`config.mk`:
```
export PLATFORM = sky130hd
export DESIGN_NAME = adc_conversion_sequencer
export DESIGN_NICKNAME = d
export VERILOG_FILES = /design/src/pkg/adc_seq_pkg.sv /design/src/rtl/bit_period_gen.sv /design/src/rtl/adc_conversion_sequencer.sv
export VERILOG_INCLUDE_DIRS = /design/src /design/src/pkg
export SDC_FILE = /design/constraint.sdc
export NUM_CORES = 1
export LEC_CHECK = 0
export BUFFER_PORTS_ARGS = -buffer_cell sky130_fd_sc_hd__buf_2
export CAP_MARGIN = 0
export CORE_ASPECT_RATIO = 1.25
export CORE_MARGIN = 3
export CORE_UTILIZATION = 40
export DETAILED_ROUTE_END_ITERATION = 8
export SLEW_MARGIN = 40
export SYNTH_ARGS = -nofsm -noshare
export SYNTH_HDL_FRONTEND = slang
export SYNTH_SLANG_ARGS = --single-unit
```
`constraint.sdc`:
```
create_clock -name clk -period 1.7 [get_ports clk]
set_input_delay 0.085 -clock clk [delete_from_list [all_inputs] [get_ports clk]]
set_output_delay 0.085 -clock clk [all_outputs]
set_load 0.02 [all_outputs]
```
`src/pkg/adc_seq_consts.svh`:
```
// Timing counts and reset values for the conversion sequencer.
// Assumes the sequencer clock is the device oscillator at 125 MHz.
`ifndef ADC_SEQ_CONSTS_SVH
`define ADC_SEQ_CONSTS_SVH

// Clock period, ns
`define CLK_PERIOD_NS     8
// Least per-bit period for valid bits, ns
`define TAD_MIN_NS        1600
// Typical internal RC per-bit period, ns
`define RC_TAD_NS         4000
// Least time rounds up to whole cycles
`define TAD_MIN_CYCLES    ((`TAD_MIN_NS + `CLK_PERIOD_NS - 1) / `CLK_PERIOD_NS)
// Typical time, rounded down
`define RC_TAD_CYCLES     (`RC_TAD_NS / `CLK_PERIOD_NS)
// Oscillator-derived per-bit periods, in clocks
`define TAD_OSC_DIV2      2
`define TAD_OSC_DIV8      8
`define TAD_OSC_DIV32     32
// Clock select codes
`define SEL_DIV2          2'h0
`define SEL_DIV8          2'h1
`define SEL_DIV32         2'h2
`define SEL_RC            2'h3
// Phase lengths counted in half periods
`define CONV_HALVES       19
`define HOLD_HALVES       5'h03
`define DEAD_HALVES       5'h04
`define RESULT_BITS       8
`define RESULT_RESET      8'h00

`endif

```
`src/pkg/adc_seq_pkg.sv`:
```
// Types and shared decode for the conversion sequencer.
// Assumes the constants header is on the include path.
`include "adc_seq_consts.svh"

package adc_seq_pkg;

  // Sequencer states, one-hot
  typedef enum logic [4:0] {
    ST_OFF     = 5'h01,  // Converter switched off
    ST_ACQUIRE = 5'h02,  // Holding capacitor on the channel
    ST_HOLD    = 5'h04,  // Disconnect before first decision
    ST_CONVERT = 5'h08,  // One decision per period
    ST_DEAD    = 5'h10   // Settle after completion or abort
  } seq_state_t;

  // Software-side control bits
  typedef struct packed {
    logic       converterOn;
    logic [1:0] convClockSelect;
    logic [2:0] inputChannelSelect;
  } conv_ctrl_t;

  // Software write strobes
  typedef struct packed {
    logic       goWrite;     // Strobe for the go/done bit
    logic       goValue;     // Value written
    logic       resultWrite; // Strobe for the result register
    logic [7:0] resultData;
    logic       flagClear;   // Clears the done flag
  } sw_write_t;

  // Per-bit period in clocks for a clock select
  function automatic logic [9:0] tad_cycles(input logic [1:0] sel);
    logic [9:0] n;
    n = 10'(`RC_TAD_CYCLES);
    case (sel)
      `SEL_DIV2:  n = 10'(`TAD_OSC_DIV2);
      `SEL_DIV8:  n = 10'(`TAD_OSC_DIV8);
      `SEL_DIV32: n = 10'(`TAD_OSC_DIV32);
      default:    n = 10'(`RC_TAD_CYCLES);
    endcase
    return n;
  endfunction

endpackage

```
`src/rtl/bit_period_gen.sv`:
```
// Free-running divider giving a half-period tick of the per-bit clock.
// Assumes clk is the device oscillator; the RC source is modelled from clk.
`timescale 1ns/1ps

module bit_period_gen
  import adc_seq_pkg::*;
(
  input  wire logic       clk,
  input  wire logic       resetn,
  input  wire logic [1:0] convClockSelect,
  output      logic       halfTick
);

  logic [8:0] divCount;   // Free-running half-period counter
  wire  [9:0] tadLen;     // Current per-bit period in clocks
  wire  [8:0] halfLimit;  // Last count of a half period
  wire        wrap;       // Half period elapsed

  // divide by 2, 8, 32 or RC figure
  assign tadLen    = tad_cycles(convClockSelect);
  assign halfLimit = tadLen[9:1] - 9'h001;
  // Switching select mid-way: a larger count wraps at once
  assign wrap      = (divCount >= halfLimit);

  ////////////////////////////////////////////////////////////////////
  // free-running divider
  always_ff @(posedge clk or negedge resetn) begin
    if (!resetn) begin
      divCount <= 9'h000;
      halfTick <= 1'b0;
    end else begin
      divCount <= wrap ? 9'h000 : divCount + 9'h001;
      halfTick <= wrap;
    end
  end

endmodule

```
`src/rtl/adc_conversion_sequencer.sv`:
```
// Conversion sequencer for an 8-bit successive-approximation converter.
// Assumes an external comparator and DAC; software bits arrive as ports.
`timescale 1ns/1ps

module adc_conversion_sequencer
  import adc_seq_pkg::*;
(
  input  wire logic       clk,
  input  wire logic       resetn,
  input  wire conv_ctrl_t ctrl,
  input  wire sw_write_t  swWrite,
  input  wire logic       compIn,
  input  wire logic [5:0] portPins,
  input  wire logic [5:0] analogPinMask,
  output      logic       goBusy,
  output      logic [7:0] convResultReg,
  output      logic       convDoneFlag,
  output      logic [7:0] resultBitInvalid,
  output      logic       sampleSwitch,
  output      logic [2:0] channelMux,
  output      logic [7:0] dacCode,
  output      logic [5:0] portReadData
);

  ////////////////////////////////////////////////////////////////////
  // Declarations

  seq_state_t state;            // Sequencer state
  seq_state_t next_state;       // Next state
  logic [4:0] halfCount;        // Half periods spent in a phase
  logic [2:0] bitIndex;         // Bit under decision
  logic       violated;         // Sticky short-period mark
  logic       onQ;              // Converter enable from earlier write
  logic       compMeta;         // Comparator sync stage one
  logic       compSync;         // Comparator sync stage two
  logic [5:0] pinMeta;          // Port sync stage one
  logic [5:0] pinSync;          // Port sync stage two
  wire        halfTick;         // Half per-bit period pulse
  wire        startReq;         // Software start
  wire        abortReq;         // Software abort
  wire        busyPhase;        // Hold or convert under way
  wire        decide;           // A decision this cycle
  wire        lastBit;          // Final decision
  wire        complete;         // Conversion done this cycle
  wire        shortTad;         // Period below the least
  wire        phaseDone;        // Hold or dead phase over
  wire [7:0]  trialMask;        // One-hot bit under trial
  wire [7:0]  keptCode;         // Code once this bit is decided

  bit_period_gen u_period (
    .clk             (clk),
    .resetn          (resetn),
    .convClockSelect (ctrl.convClockSelect),
    .halfTick        (halfTick)
  );

  ////////////////////////////////////////////////////////////////////
  // Input synchronisers: comparator and port pins are asynchronous
  always_ff @(posedge clk or negedge resetn) begin
    if (!resetn) begin
      compMeta <= 1'b0;
      compSync <= 1'b0;
      pinMeta  <= 6'h00;
      pinSync  <= 6'h00;
    end else begin
      compMeta <= compIn;
      compSync <= compMeta;
      pinMeta  <= portPins;
      pinSync  <= pinMeta;
    end
  end

  ////////////////////////////////////////////////////////////////////
  // Decode

  // enable must come from an earlier write
  assign startReq  = swWrite.goWrite & swWrite.goValue & onQ;
  // clear of go during a conversion aborts
  assign abortReq  = swWrite.goWrite & ~swWrite.goValue & busyPhase;
  assign busyPhase = (state == ST_HOLD) | (state == ST_CONVERT);
  // one decision per full period, odd half ticks
  assign decide    = (state == ST_CONVERT) & halfTick & halfCount[0];
  assign lastBit   = (bitIndex == 3'h0);
  // 3 hold halves plus 16 convert halves is 9.5 periods
  assign complete  = decide & lastBit & ~abortReq;
  assign phaseDone = halfTick & (halfCount == ((state == ST_HOLD) ? `HOLD_HALVES - 5'h01
                                                                 : `DEAD_HALVES - 5'h01));
  // compare the live period with the least
  assign shortTad  = (tad_cycles(ctrl.convClockSelect) < 10'(`TAD_MIN_CYCLES));
  assign trialMask = 8'h01 << bitIndex;
  // keep the trial bit when input is at or above the DAC
  assign keptCode  = compSync ? dacCode : (dacCode & ~trialMask);

  ////////////////////////////////////////////////////////////////////
  // Next state
  always_comb begin
    next_state = state;
    unique case (state)
      ST_OFF: begin
        // Acquisition begins once enabled
        if (onQ) begin
          next_state = ST_ACQUIRE;
        end
      end
      ST_ACQUIRE: begin
        // acquisition is software timed, same for any resolution
        if (startReq) begin
          next_state = ST_HOLD;
        end
      end
      ST_HOLD: begin
        if (abortReq) begin
          next_state = ST_DEAD;
        end else if (phaseDone) begin
          next_state = ST_CONVERT;
        end
      end
      ST_CONVERT: begin
        if (abortReq || complete) begin
          next_state = ST_DEAD;
        end
      end
      ST_DEAD: begin
        if (phaseDone) begin
          next_state = ST_ACQUIRE;
        end
      end
      default: begin
        next_state = ST_OFF;
      end
    endcase
    // Switching off wins over everything
    if (!onQ) begin
      next_state = ST_OFF;
    end
  end

  ////////////////////////////////////////////////////////////////////
  // State, phase counter and enable
  always_ff @(posedge clk or negedge resetn) begin
    if (!resetn) begin
      state     <= ST_OFF;
      halfCount <= 5'h00;
      onQ       <= 1'b0;
    end else begin
      state     <= next_state;
      onQ       <= ctrl.converterOn;
      // Count restarts at each phase change
      if (next_state != state) begin
        halfCount <= 5'h00;
      end else if (halfTick) begin
        halfCount <= halfCount + 5'h01;
      end
    end
  end

  ////////////////////////////////////////////////////////////////////
  // Successive approximation, most significant bit first
  always_ff @(posedge clk or negedge resetn) begin
    if (!resetn) begin
      bitIndex <= 3'h7;
      dacCode  <= 8'h00;
    end else if (startReq && state == ST_ACQUIRE) begin
      bitIndex <= 3'h7;
      dacCode  <= 8'h80;
    end else if (decide) begin
      // settle this bit, put the next one on trial
      bitIndex <= bitIndex - 3'h1;
      dacCode  <= keptCode | (trialMask >> 1);
    end
  end

  ////////////////////////////////////////////////////////////////////
  // Bits decided on too short a period, and all after them
  always_ff @(posedge clk or negedge resetn) begin
    if (!resetn) begin
      violated         <= 1'b0;
      resultBitInvalid <= 8'h00;
    end else if (startReq && state == ST_ACQUIRE) begin
      violated         <= 1'b0;
      resultBitInvalid <= 8'h00;
    end else if (decide) begin
      // once violated, every later bit stays invalid
      violated         <= violated | shortTad;
      resultBitInvalid <= resultBitInvalid | ((violated | shortTad) ? trialMask : 8'h00);
    end
  end

  ////////////////////////////////////////////////////////////////////
  // Result register, go bit and done flag
  always_ff @(posedge clk or negedge resetn) begin
    if (!resetn) begin
      convResultReg <= `RESULT_RESET;
      goBusy        <= 1'b0;
      convDoneFlag  <= 1'b0;
    end else begin
      // completion loads the result; beats a software write
      if (complete) begin
        convResultReg <= keptCode;
      end else if (swWrite.resultWrite) begin
        // an abort never touches the result
        convResultReg <= swWrite.resultData;
      end
      // go reads one for the whole conversion
      if (complete || abortReq || !onQ) begin
        goBusy <= 1'b0;
      end else if (startReq && state == ST_ACQUIRE) begin
        goBusy <= 1'b1;
      end
      // completion sets the flag; set beats clear
      convDoneFlag <= complete | (convDoneFlag & ~swWrite.flagClear);
    end
  end

  ////////////////////////////////////////////////////////////////////
  // Sampling switch, channel mux and port read-back
  always_ff @(posedge clk or negedge resetn) begin
    if (!resetn) begin
      sampleSwitch <= 1'b0;
      channelMux   <= 3'h0;
      portReadData <= 6'h00;
    end else begin
      // capacitor off the channel outside acquisition
      sampleSwitch <= (next_state == ST_ACQUIRE);
      // channel chosen without regard to pin direction
      channelMux   <= ctrl.inputChannelSelect;
      portReadData <= pinSync & ~analogPinMask;
    end
  end

endmodule

```
Word level (Yosys, flattened, before mapping):

Cells that the tools add are included.

* logic and storage cells: 94
* input bits: 33
* bits in registers: 75
* output and inout bits: 36

* eq/ne operators: 10
* $add $sub $neg: 4
* bitwise logic cells: 22
* shift operators: 1
* multiplexer cells: 26
* $lt $le $gt $ge: 2
* reduce and logical (&&, ||, !) cells: 10

Operator list (number)
* 2-to-1 mux 8 bit: 8
* 2-to-1 mux 5 bit: 8
* one-hot mux 9 bit (3 select lines): 1
* one-hot mux 5 bit (5 select lines): 1
* AND 1 bit: 10
* == test 5 x 2 -> 1 bit, second input constant: 2
* < comparator 10 x 8 -> 1 bit, second input constant: 1
* adder 9 x 1 -> 9 bit, second input constant: 1
* >= comparator 9 bit: 1
* 2-to-1 mux 9 bit: 1
* subtractor 8 x 1 -> 9 bit, second input constant: 1
* AND 8 bit: 1
* inverter 8 bit: 1
* bitwise OR 8 x 7 -> 8 bit: 1
* bitwise OR 8 bit: 1
* nonzero test 2 bit: 4
* << shifter 1 x 3 -> 8 bit, first input constant: 1
* AND 6 bit: 1
* 2-to-1 mux 3 bit: 2
* inverter 6 bit: 1
* adder 5 x 1 -> 5 bit, second input constant: 1
* == test 5 x 1 -> 1 bit, second input constant: 1
* == test 5 x 2 -> 1 bit: 1
* == test 5 x 3 -> 1 bit, second input constant: 1
* 14 further kinds: 23

Longest topological paths before layout:

Gate-level depths: netlist of run 1.

* word-level depth: 11
* gate-level depth with buffers: 8
* depth with buffers taken out: 8

By module:

A second synthesis of run 1 with hierarchy kept.

* cell total of the unflattened synthesis: 335
* area total of the unflattened synthesis: 3612.2 um2

By module, submodules not included
* adc_conversion_sequencer: area an instance 2867.8 um2, cells an instance 259, times used 1, sequential area each 1631.6 um2
* bit_period_gen: area an instance 744.5 um2, cells an instance 76, times used 1, sequential area each 250.2 um2

Worst setup path after synthesis of run 1:

Ideal clock, no wire load.

* path kind: register to register
* from: register bitIndex[0]
* to: register sampleSwitch
* library setup time: 0.099 ns
* buffers on the path: 0
* stages on the path, launching flop included: 6
* data required time: 1.601 ns
* period minus slack after synthesis: 1.862 ns
* data arrival time: 1.763 ns
* slack: -0.162 ns
* cells stage by stage: dfstp_2 -> inv_1 -> ha_1 -> and4b_1 -> or4_4 -> a311oi_1

* longest elaborated chain between the ends: 8

RTL lines
* start, declared: line adc_conversion_sequencer.sv:31 `logic [2:0] bitIndex;`
* start signal, assigned: line adc_conversion_sequencer.sv:168 `bitIndex <= bitIndex - 3'h1;`
* logical NOT 3 bit: line adc_conversion_sequencer.sv:83 `assign lastBit = (bitIndex == 3'h0);`
* AND 1 bit (2 in a row): line adc_conversion_sequencer.sv:85 `assign complete = decide & lastBit & ~abortReq;`
* logical OR 1 bit: line adc_conversion_sequencer.sv:119 `if (abortReq || complete) begin`
* 2-to-1 mux 5 bit: line adc_conversion_sequencer.sv:119
* one-hot mux 5 bit (5 select lines): line adc_conversion_sequencer.sv:98 `unique case (state)`
* 2-to-1 mux 5 bit: line adc_conversion_sequencer.sv:133 `if (!onQ) begin`
* == test 5 x 2 -> 1 bit: line adc_conversion_sequencer.sv:224 `sampleSwitch <= (next_state == ST_ACQUIRE);`
* end signal, assigned: line adc_conversion_sequencer.sv:224
* end, declared: line adc_conversion_sequencer.sv:19 `output logic sampleSwitch,`

Every way passes these cells.
A chain may end at the register's enable or synchronous reset.

Worst setup path after layout of run 1:

Ends and elaborated chain as after synthesis.

==> results.md, run 1 <==
- CTS root buffer: clkbuf_8
- Synthesized area per cell: around 11 sq um
- Tcrit/Tclk final: 103%
- Global-route wire length before repair: 15.2 mm
- CTS Sinks: 75
- CP Launch Type: flip-flop
- Number of DRC markers in iteration 0: 130
- Remaining DRCs: 0
- Mean routed wirelength per cell: 14.9 um
- Synthesis-stage register bit count: 75
- Ports: between 60 and 70
- Slowest CP cell: dfstp_2
- Power Total: 0.00563 W
- TNS Setup: -172 ps
- Final nets: between 500 and 600
- Worst path required time: between 1500 and 2000 ps
- Worst Path Max Fanout: 3
- Finished Cell Area: 5220 sq um
- Fin crit period: between 1500 and 2000 ps
- Die Height: approximately 110 um
- Unrepaired setup endpoints after global routing: true
- Post-synth EDFFs: 0
- Worst-Margin Slew: ~540 ps
- Worst slack, placed: -273 ps
- CP Data Arrival Time: 2010 ps
- DP Area: between 4000 and 5000 sq um
- Synth warn: 0
- Number of global-route vias before repair: between 3000 and 4000
- CP Capture Type: flip-flop
- Power per cell area: 1080 nW/um^2
- Fillers: 767
- Total of max-cap violations: 0
- Synth unique cells: 50
- Die width: ~91 um
- Crit-path max cell delay: ~550 ps
- Critical path, cell by cell: inv_2 > ha_4 > and4b_2 > or4_4 > a311oi_2
- CTS Buf Count: 9
- WS Path Type: reg2reg
- Final hold violation count: 0
- CTS max path bufs: 2
- Top cell type's share of synthesized area: about half
- Worst Hold Class: in2reg
- Outcome: finished, violations left
- Final wirelength: between 8 and 9 mm
- Post-DP HPWL: around 6 mm
- Cell count after synthesis: roughly 330
- Leakage dissipation: between 2 and 2.5 nW
- Pin count of the biggest net entering global routing: 34
- Syn Std Cell Area: 3630 sq um
- Row count: 38
- CTS tree: built
- Via count: approximately 3000
- DR pass1 iterations: 4
- Share of layout cells above drive strength 1: between 40% and 50%
- Rel. slew slack: between 60% and 70%
- VDD IR-drop max: about 0.6 mV
- Prevailing post-synth register cell: dfrtp_1
- Detail-routed via count per cell: ~5
- Cell taking the most area after synthesis: dfrtp_1
- H-tree levels: 3
- Ys async rst share: between 90% and 100%
- Dominant cells by area after synthesis: dfrtp_1, ha_1, mux2i_1
- Remaining Overflow, GRT: 0
- All-Layer GR Usage: roughly 18%
- Initial Util: about 41%
- Syn_nets: roughly 380
- Failing checks: setup timing
- Clk pin slew, worst setup/hold paths: 80 ps
- Final ANT Viol Nets: 0
- Final worst slack: -43.6 ps
- Fmax: about 0.57 GHz
- Gp weighted congestion: between 0.8 and 0.9
- Seq/Total Area, Yosys: about half
- Clock Skews: around 7.6 ps
- Ant diodes: 0
- I/O Buffers: 68
- CORE AREA: around 9000 sq um
- Clock latency on the worst-skew pair: roughly 360 ps
- Commonest non-fill, non-tap cell in the layout: dfrtp_1
- Final setup fails: 8
- Area growth syn-to-layout: 43.8%
- WHS: 18.7 ps
- Die area: about 10000 sq um
- Max Slew Vio Count: 0
- Most frequent cells in the layout: dfrtp_1, buf_2, buf_4, dlygate4sd3_1
- Initial antenna violation count: 0
-- power by group --
group / total (W) / internal (W) / switching [W]
combinational: 0.00205 / 0.000977 / 0.00107
sequential: 0.00218 / 0.00202 / 0.000160
clock: 0.00140 / 0.000684 / 0.000716
-- critical path, delay by kind of cell, from the launching register on --
| kind | cells | cell delay (ps) |
|---|---|---|
| flops | 1 | 550 |
| compound gates | 1 | 210 |
| simple gates | 2 | 700 |
| buf+inv | 1 | 50 |
| fa+ha+maj | 1 | 150 |
-- sequential cells by signal, summed over array words and instances (netlist names), 3 cells and up --
register and count:
dacCode 8, resultBitInvalid 8, pinSync 6, convResultReg 8, channelMux 3, u_period.divCount 9, pinMeta 6, halfCount 5
bitIndex 3, portReadData 6, state 5
-- path summary, 6_finish.rpt --
check	from	to	slack (ps)	cells past startpoint
setup / recovery	bitIndex[0]	sampleSwitch	-40	5
hold / removal	swWrite[7]	convResultReg[6]	20	3
setup reg to reg	bitIndex[0]	sampleSwitch	-40	5
hold reg to reg	pinMeta[2]	pinSync[2]	360	0
max in group asynchronous	resetn	dacCode[7]	920	3
min in group asynchronous	resetn	halfCount[3]	200	2
-- per-layer routing --
metal	vias up	wire length [um]	share of wire (%)	global-route usage, %
met5	-	0	0	0
met4	0	184	2.1	8.55
met3	19	341	3.9	3.95
met2	63	4640	52	31.7
met1	1486	3690	42	21.9
li1	1466	-	-	-
-- synth_stat cells, drive strengths merged, types with 4 or more instances --
cell type,n
dfrtp,71
a21oi,20
ha,20
mux2i,17
nor2,17
inv,14
nand2,14
o21ai,14
nor4,12
buf,11
a211oi,10
nand2b,10
nand3,10
xnor2,9
nor2b,8
xor2,8
clkbuf,7
nor3,6
a21o,4
a31oi,4
dfstp,4
nand4,4
-- what timing repair did --
action,4_1_cts,5_1_grt
buffers inserted,2,1
endpoints found under the setup margin,33,41
gates resized for setup,23,34
hold endpoints to repair,48,0
pin swaps,9,4
cloned,1,0
hold buffers,19,0
-- stage by stage --
step | utilization [%] | std cells
floorplan | - | 331
global placement | 51.5 | 556
detailed placement | 51.5 | 556
CTS | 57.6 | 594
global route | 59.7 | 595
finish | 59.7 | 595
-- final cells by class --
class	instances	area [sq um]	area share [%]
clock buffers	9	124	2.37
clock inverters	7	77.6	1.49
inverters	14	52.6	1.01
multi-input cells	224	1890	36.2
flip-flops and latches	75	1880	36.1
well taps	120	150	2.88
repair buffers	146	1040	20.0
-- cell families after synthesis --
kind of cell | after synthesis | share of synthesized area [%]
adders and majority gates | 20 | 6.90
AOI/OAI and AO/OA | 69 | 12.2
muxes | 17 | 4.69
xor gates and xnor gates | 17 | 4.10
buffers and inverters | 32 | 3.62
and+or+nand+nor | 100 | 16.5
DFF | 75 | 51.9
other | 1 | 0.103
No activity file was read; power rests on OpenSTA's default activity.
==> inputs of run 2 (changes only) <==
Settings changed: SYNTH_HIERARCHICAL set to 1.
==> results.md, run 2 <==
- Ys async rst share: 100% (unchanged)
- Ports: 69 (unchanged)
- Share of layout cells above drive strength 1: 36.5% (-4.6 points)
- Final hold violation count: 0 (unchanged)
- Core Util, Final: 56.1% (-3.6 points)
- Number of global-route vias before repair: 2944 (-8.0%)
- Outcome: finished, violations left
- Gp weighted congestion: 0.870 (+5.7%)
- Max Slew Vio Count: 0 (unchanged)
- Die width: 91.0 um (-0.21%)
- Worst-Margin Slew: 504 ps (-34.4 ps)
- Most frequent cells after synthesis: dfrtp_1, nand2_1, o21ai_0
- Initial antenna violation count: 0 (unchanged)
- Mean routed wirelength per cell: 13.6 um (-8.8%)
- Synthesis-stage register bit count: 75 (unchanged)
- Total of max-cap violations: 0 (unchanged)
- Fin crit period: 1980 ps (+238 ps)
- Commonest non-fill, non-tap cell in the layout: dfrtp_1
- Pin count of the biggest net entering global routing: 42 (+24%)
- Final worst slack: -281 ps (-238 ps)
- CTS Buf Count: 9 (unchanged)
- Clock network power share: 26.6% (+1.7 points)
- Synthesized area per cell: 10.8 sq um (-1.6%)
- Clk pin slew, worst setup/hold paths: 80 ps (about the same)
- Slowest CP cell: dfrtp_1
- Worst slack, placed: -304 ps (-31.3 ps)
- Non-Filler Instances: 594 (-0.17%)
- H-tree levels: 3 (unchanged)
- Largest Register: u_period/divCount
- Fmax: 0.505 GHz (-12%)
- Critical path buffer and inverter count: 0 (-1)
- Worst path required time: 1920 ps (-50 ps)
- CORE AREA: 8750 sq um (unchanged)
- Synth warn: 6 (+6)
- Power Total: 0.00529 W (-6.0%)
- Area growth syn-to-layout: 35.8%
- Initial Util: 41.3% (-0.19 points)
- Unrepaired setup endpoints after global routing: true
- Global-route wire length before repair: 13.8 mm (-9.3%)
- Remaining DRCs: 0 (unchanged)
- All-Layer GR Usage: 16.8% (-1.6 points)
- Cell taking the most area after synthesis: dfrtp_1
- Syn Std Cell Area: 3610 sq um (-0.45%)
- Remaining Overflow, GRT: 0 (unchanged)
- CTS max path bufs: 2 (unchanged)
- Die Height: 112 um (-0.21%)
- WS Path Type: reg2reg
- Clock Skews: 10.4 ps (+2.78 ps)
- Final wirelength: 8.06 mm (-8.9%)
- Final nets: 523 (unchanged)
- Cell count after synthesis: 335 (+1.2%)
- Final setup fails: 14 (+6)
- Die area: 10200 sq um (-0.42%)
- Worst Path Max Fanout: 5 (+2)
- Failing checks: setup timing
- Top cell type's share of synthesized area: 49.2% (+0.22 points)
- CTS tree: built
- Worst path top cell family by delay: compound AO/OA/AOI/OAI gates
- Gate power share: 32.2% (-4.1 points)
- Number of DRC markers in iteration 0: 74 (-43%)
- TNS Setup: -1490 ps (-1320 ps)
- Rel. slew slack: 66.4% (+2.3 points)
- Critical path, cell by cell: or2_4 > or3_4 > a2bb2oi_2 > a211o_1 > a32oi_4 > nor3_1
- Clock latency on the worst-skew pair: 360 ps (about the same)
- P_int: 0.00355 W (-3.7%)
- VDD IR-drop max: 0.459 mV (-25%)
- Seq/Total Area, Yosys: 52.1% (+0.23 points)
- Number of flip-flops in the largest register: 9 (unchanged)
- DR pass1 iterations: 4 (unchanged)
- Leakage dissipation: 2.33 nW (-1.5%)
- Worst Hold Class: in2reg
- Synth unique cells: 52 (+4.0%)
- Post-Place Cells: 558 (+0.36%)
- Syn_nets: 389 (+1.3%)
- Final ANT Viol Nets: 0 (unchanged)
- Post-synth EDFFs: 0 (unchanged)
- Post-DP HPWL: 6.04 mm (-1.2%)
- Switching Fraction: 32.9% (-1.6 points)
- Sequential power share: 41.2% (+2.4 points)
- Most frequent cells in the layout: dfrtp_1, buf_2, buf_4, nand2_1, o21ai_0
- Ant diodes: 0 (unchanged)
- Psw: 0.00174 W (-10%)
- Tcrit/Tclk final: 117% (+14 points)
- Worst reg2reg setup slack: -280 ps (-240 ps)
- Detail-routed via count per cell: 4.94 (-3.1%)
- CTS Sinks: 75 (unchanged)
- CP Capture Type: flip-flop
- Dominant cells by area after synthesis: dfrtp_1, ha_1, o21ai_0
- CTS root buffer: clkbuf_8
- Row count: 38 (unchanged)
- Crit-path max cell delay: 420 ps (-130 ps)
- CP Data Arrival Time: 2200 ps (+190 ps)
- Top-count cell post-synth: dfrtp_1
- Via count: 2936 (-3.2%)
- CP Launch Type: flip-flop
- Prevailing post-synth register cell: dfrtp_1
- Power per cell area: 1080 nW/um^2 (about the same)
- I/O Buffers: 68 (unchanged)
[run 2: cells by family (layout without fill, tap and decap cells)]
family                   after synthesis  in the layout  synth area share [%]
AO/OA/AOI/OAI                         87             87                  14.8
XOR/XNOR                              13             13                  3.15
adder cells (fa/ha/maj)               21             21                  7.27
buffers and inverters                 29            168                  3.71
flip-flops                            75             75                  52.1
multiplexers                          10             10                  3.08
AND/OR/NAND/NOR                      100            100                  15.9
[run 2: final timing paths]
| kind | start | end | cells after the start |
|---|---|---|---|
| max | state[2] | halfCount[4] | 6 |
| min | swWrite[5] | convResultReg[4] | 4 |
| max reg2reg | state[2] | halfCount[4] | 6 |
| min reg2reg | pinMeta[4] | pinSync[4] | 0 |
| max in group asynchronous | resetn | halfCount[4] | 3 |
| min in group asynchronous | resetn | portReadData[1] | 2 |
[run 2: power by group through the flow]
stage | registers, W | clock network (W) | logic [W]
2_1_floorplan | 0.00225 | 0 | 0.000904
5_1_grt | 0.00221 | 0.00155 | 0.00191
4_1_cts | 0.00218 | 0.00145 | 0.00164
6_report | 0.00218 | 0.00141 | 0.00170
3_5_place_dp | 0.00220 | 0 | 0.00159
3_3_place_gp | 0.00220 | 0 | 0.00156
[run 2: area by class of cell]
class / count / area (sq um)
clock buffer: 10 / 138
clock inverter: 6 / 72.6
fill: 793 / 3840
inverter: 17 / 63.8
multi-input combinational: 231 / 1690
sequential: 75 / 1880
tap: 120 / 150
timing repair buffer: 135 / 906
[run 2: worst register-to-register path: cells and delay by family (launching register included)]
| family | cells | cell delay, ps |
|---|---|---|
| compound gates | 3 | 730 |
| simple gates | 3 | 710 |
| flops | 1 | 420 |
[run 2: per-stage QoR]
step	cell area [sq um]	hold WS [ps]
2_1_floorplan	3620	-211
3_3_place_gp	4410	101
3_5_place_dp	4410	95.4
4_1_cts	4850	43.3
5_1_grt	4910	67.1
6_report	4910	56.5
[run 2: per-layer routing]
layer,GRT usage (%),wire length (um),vias to the layer above
li1,-,-,1455
met1,21.3,3500,1391
met2,27.6,3990,82
met3,4.76,464,8
met4,6.24,95,0
met5,0,0,-
[run 2: repair_timing]
item                                    CTS  global route
hold endpoints to repair                 53             0
pin swaps                                 3             1
hold buffers                             19             0
endpoints found under the setup margin   27            44
setup buffers                             1             0
gates resized for setup                  11            11
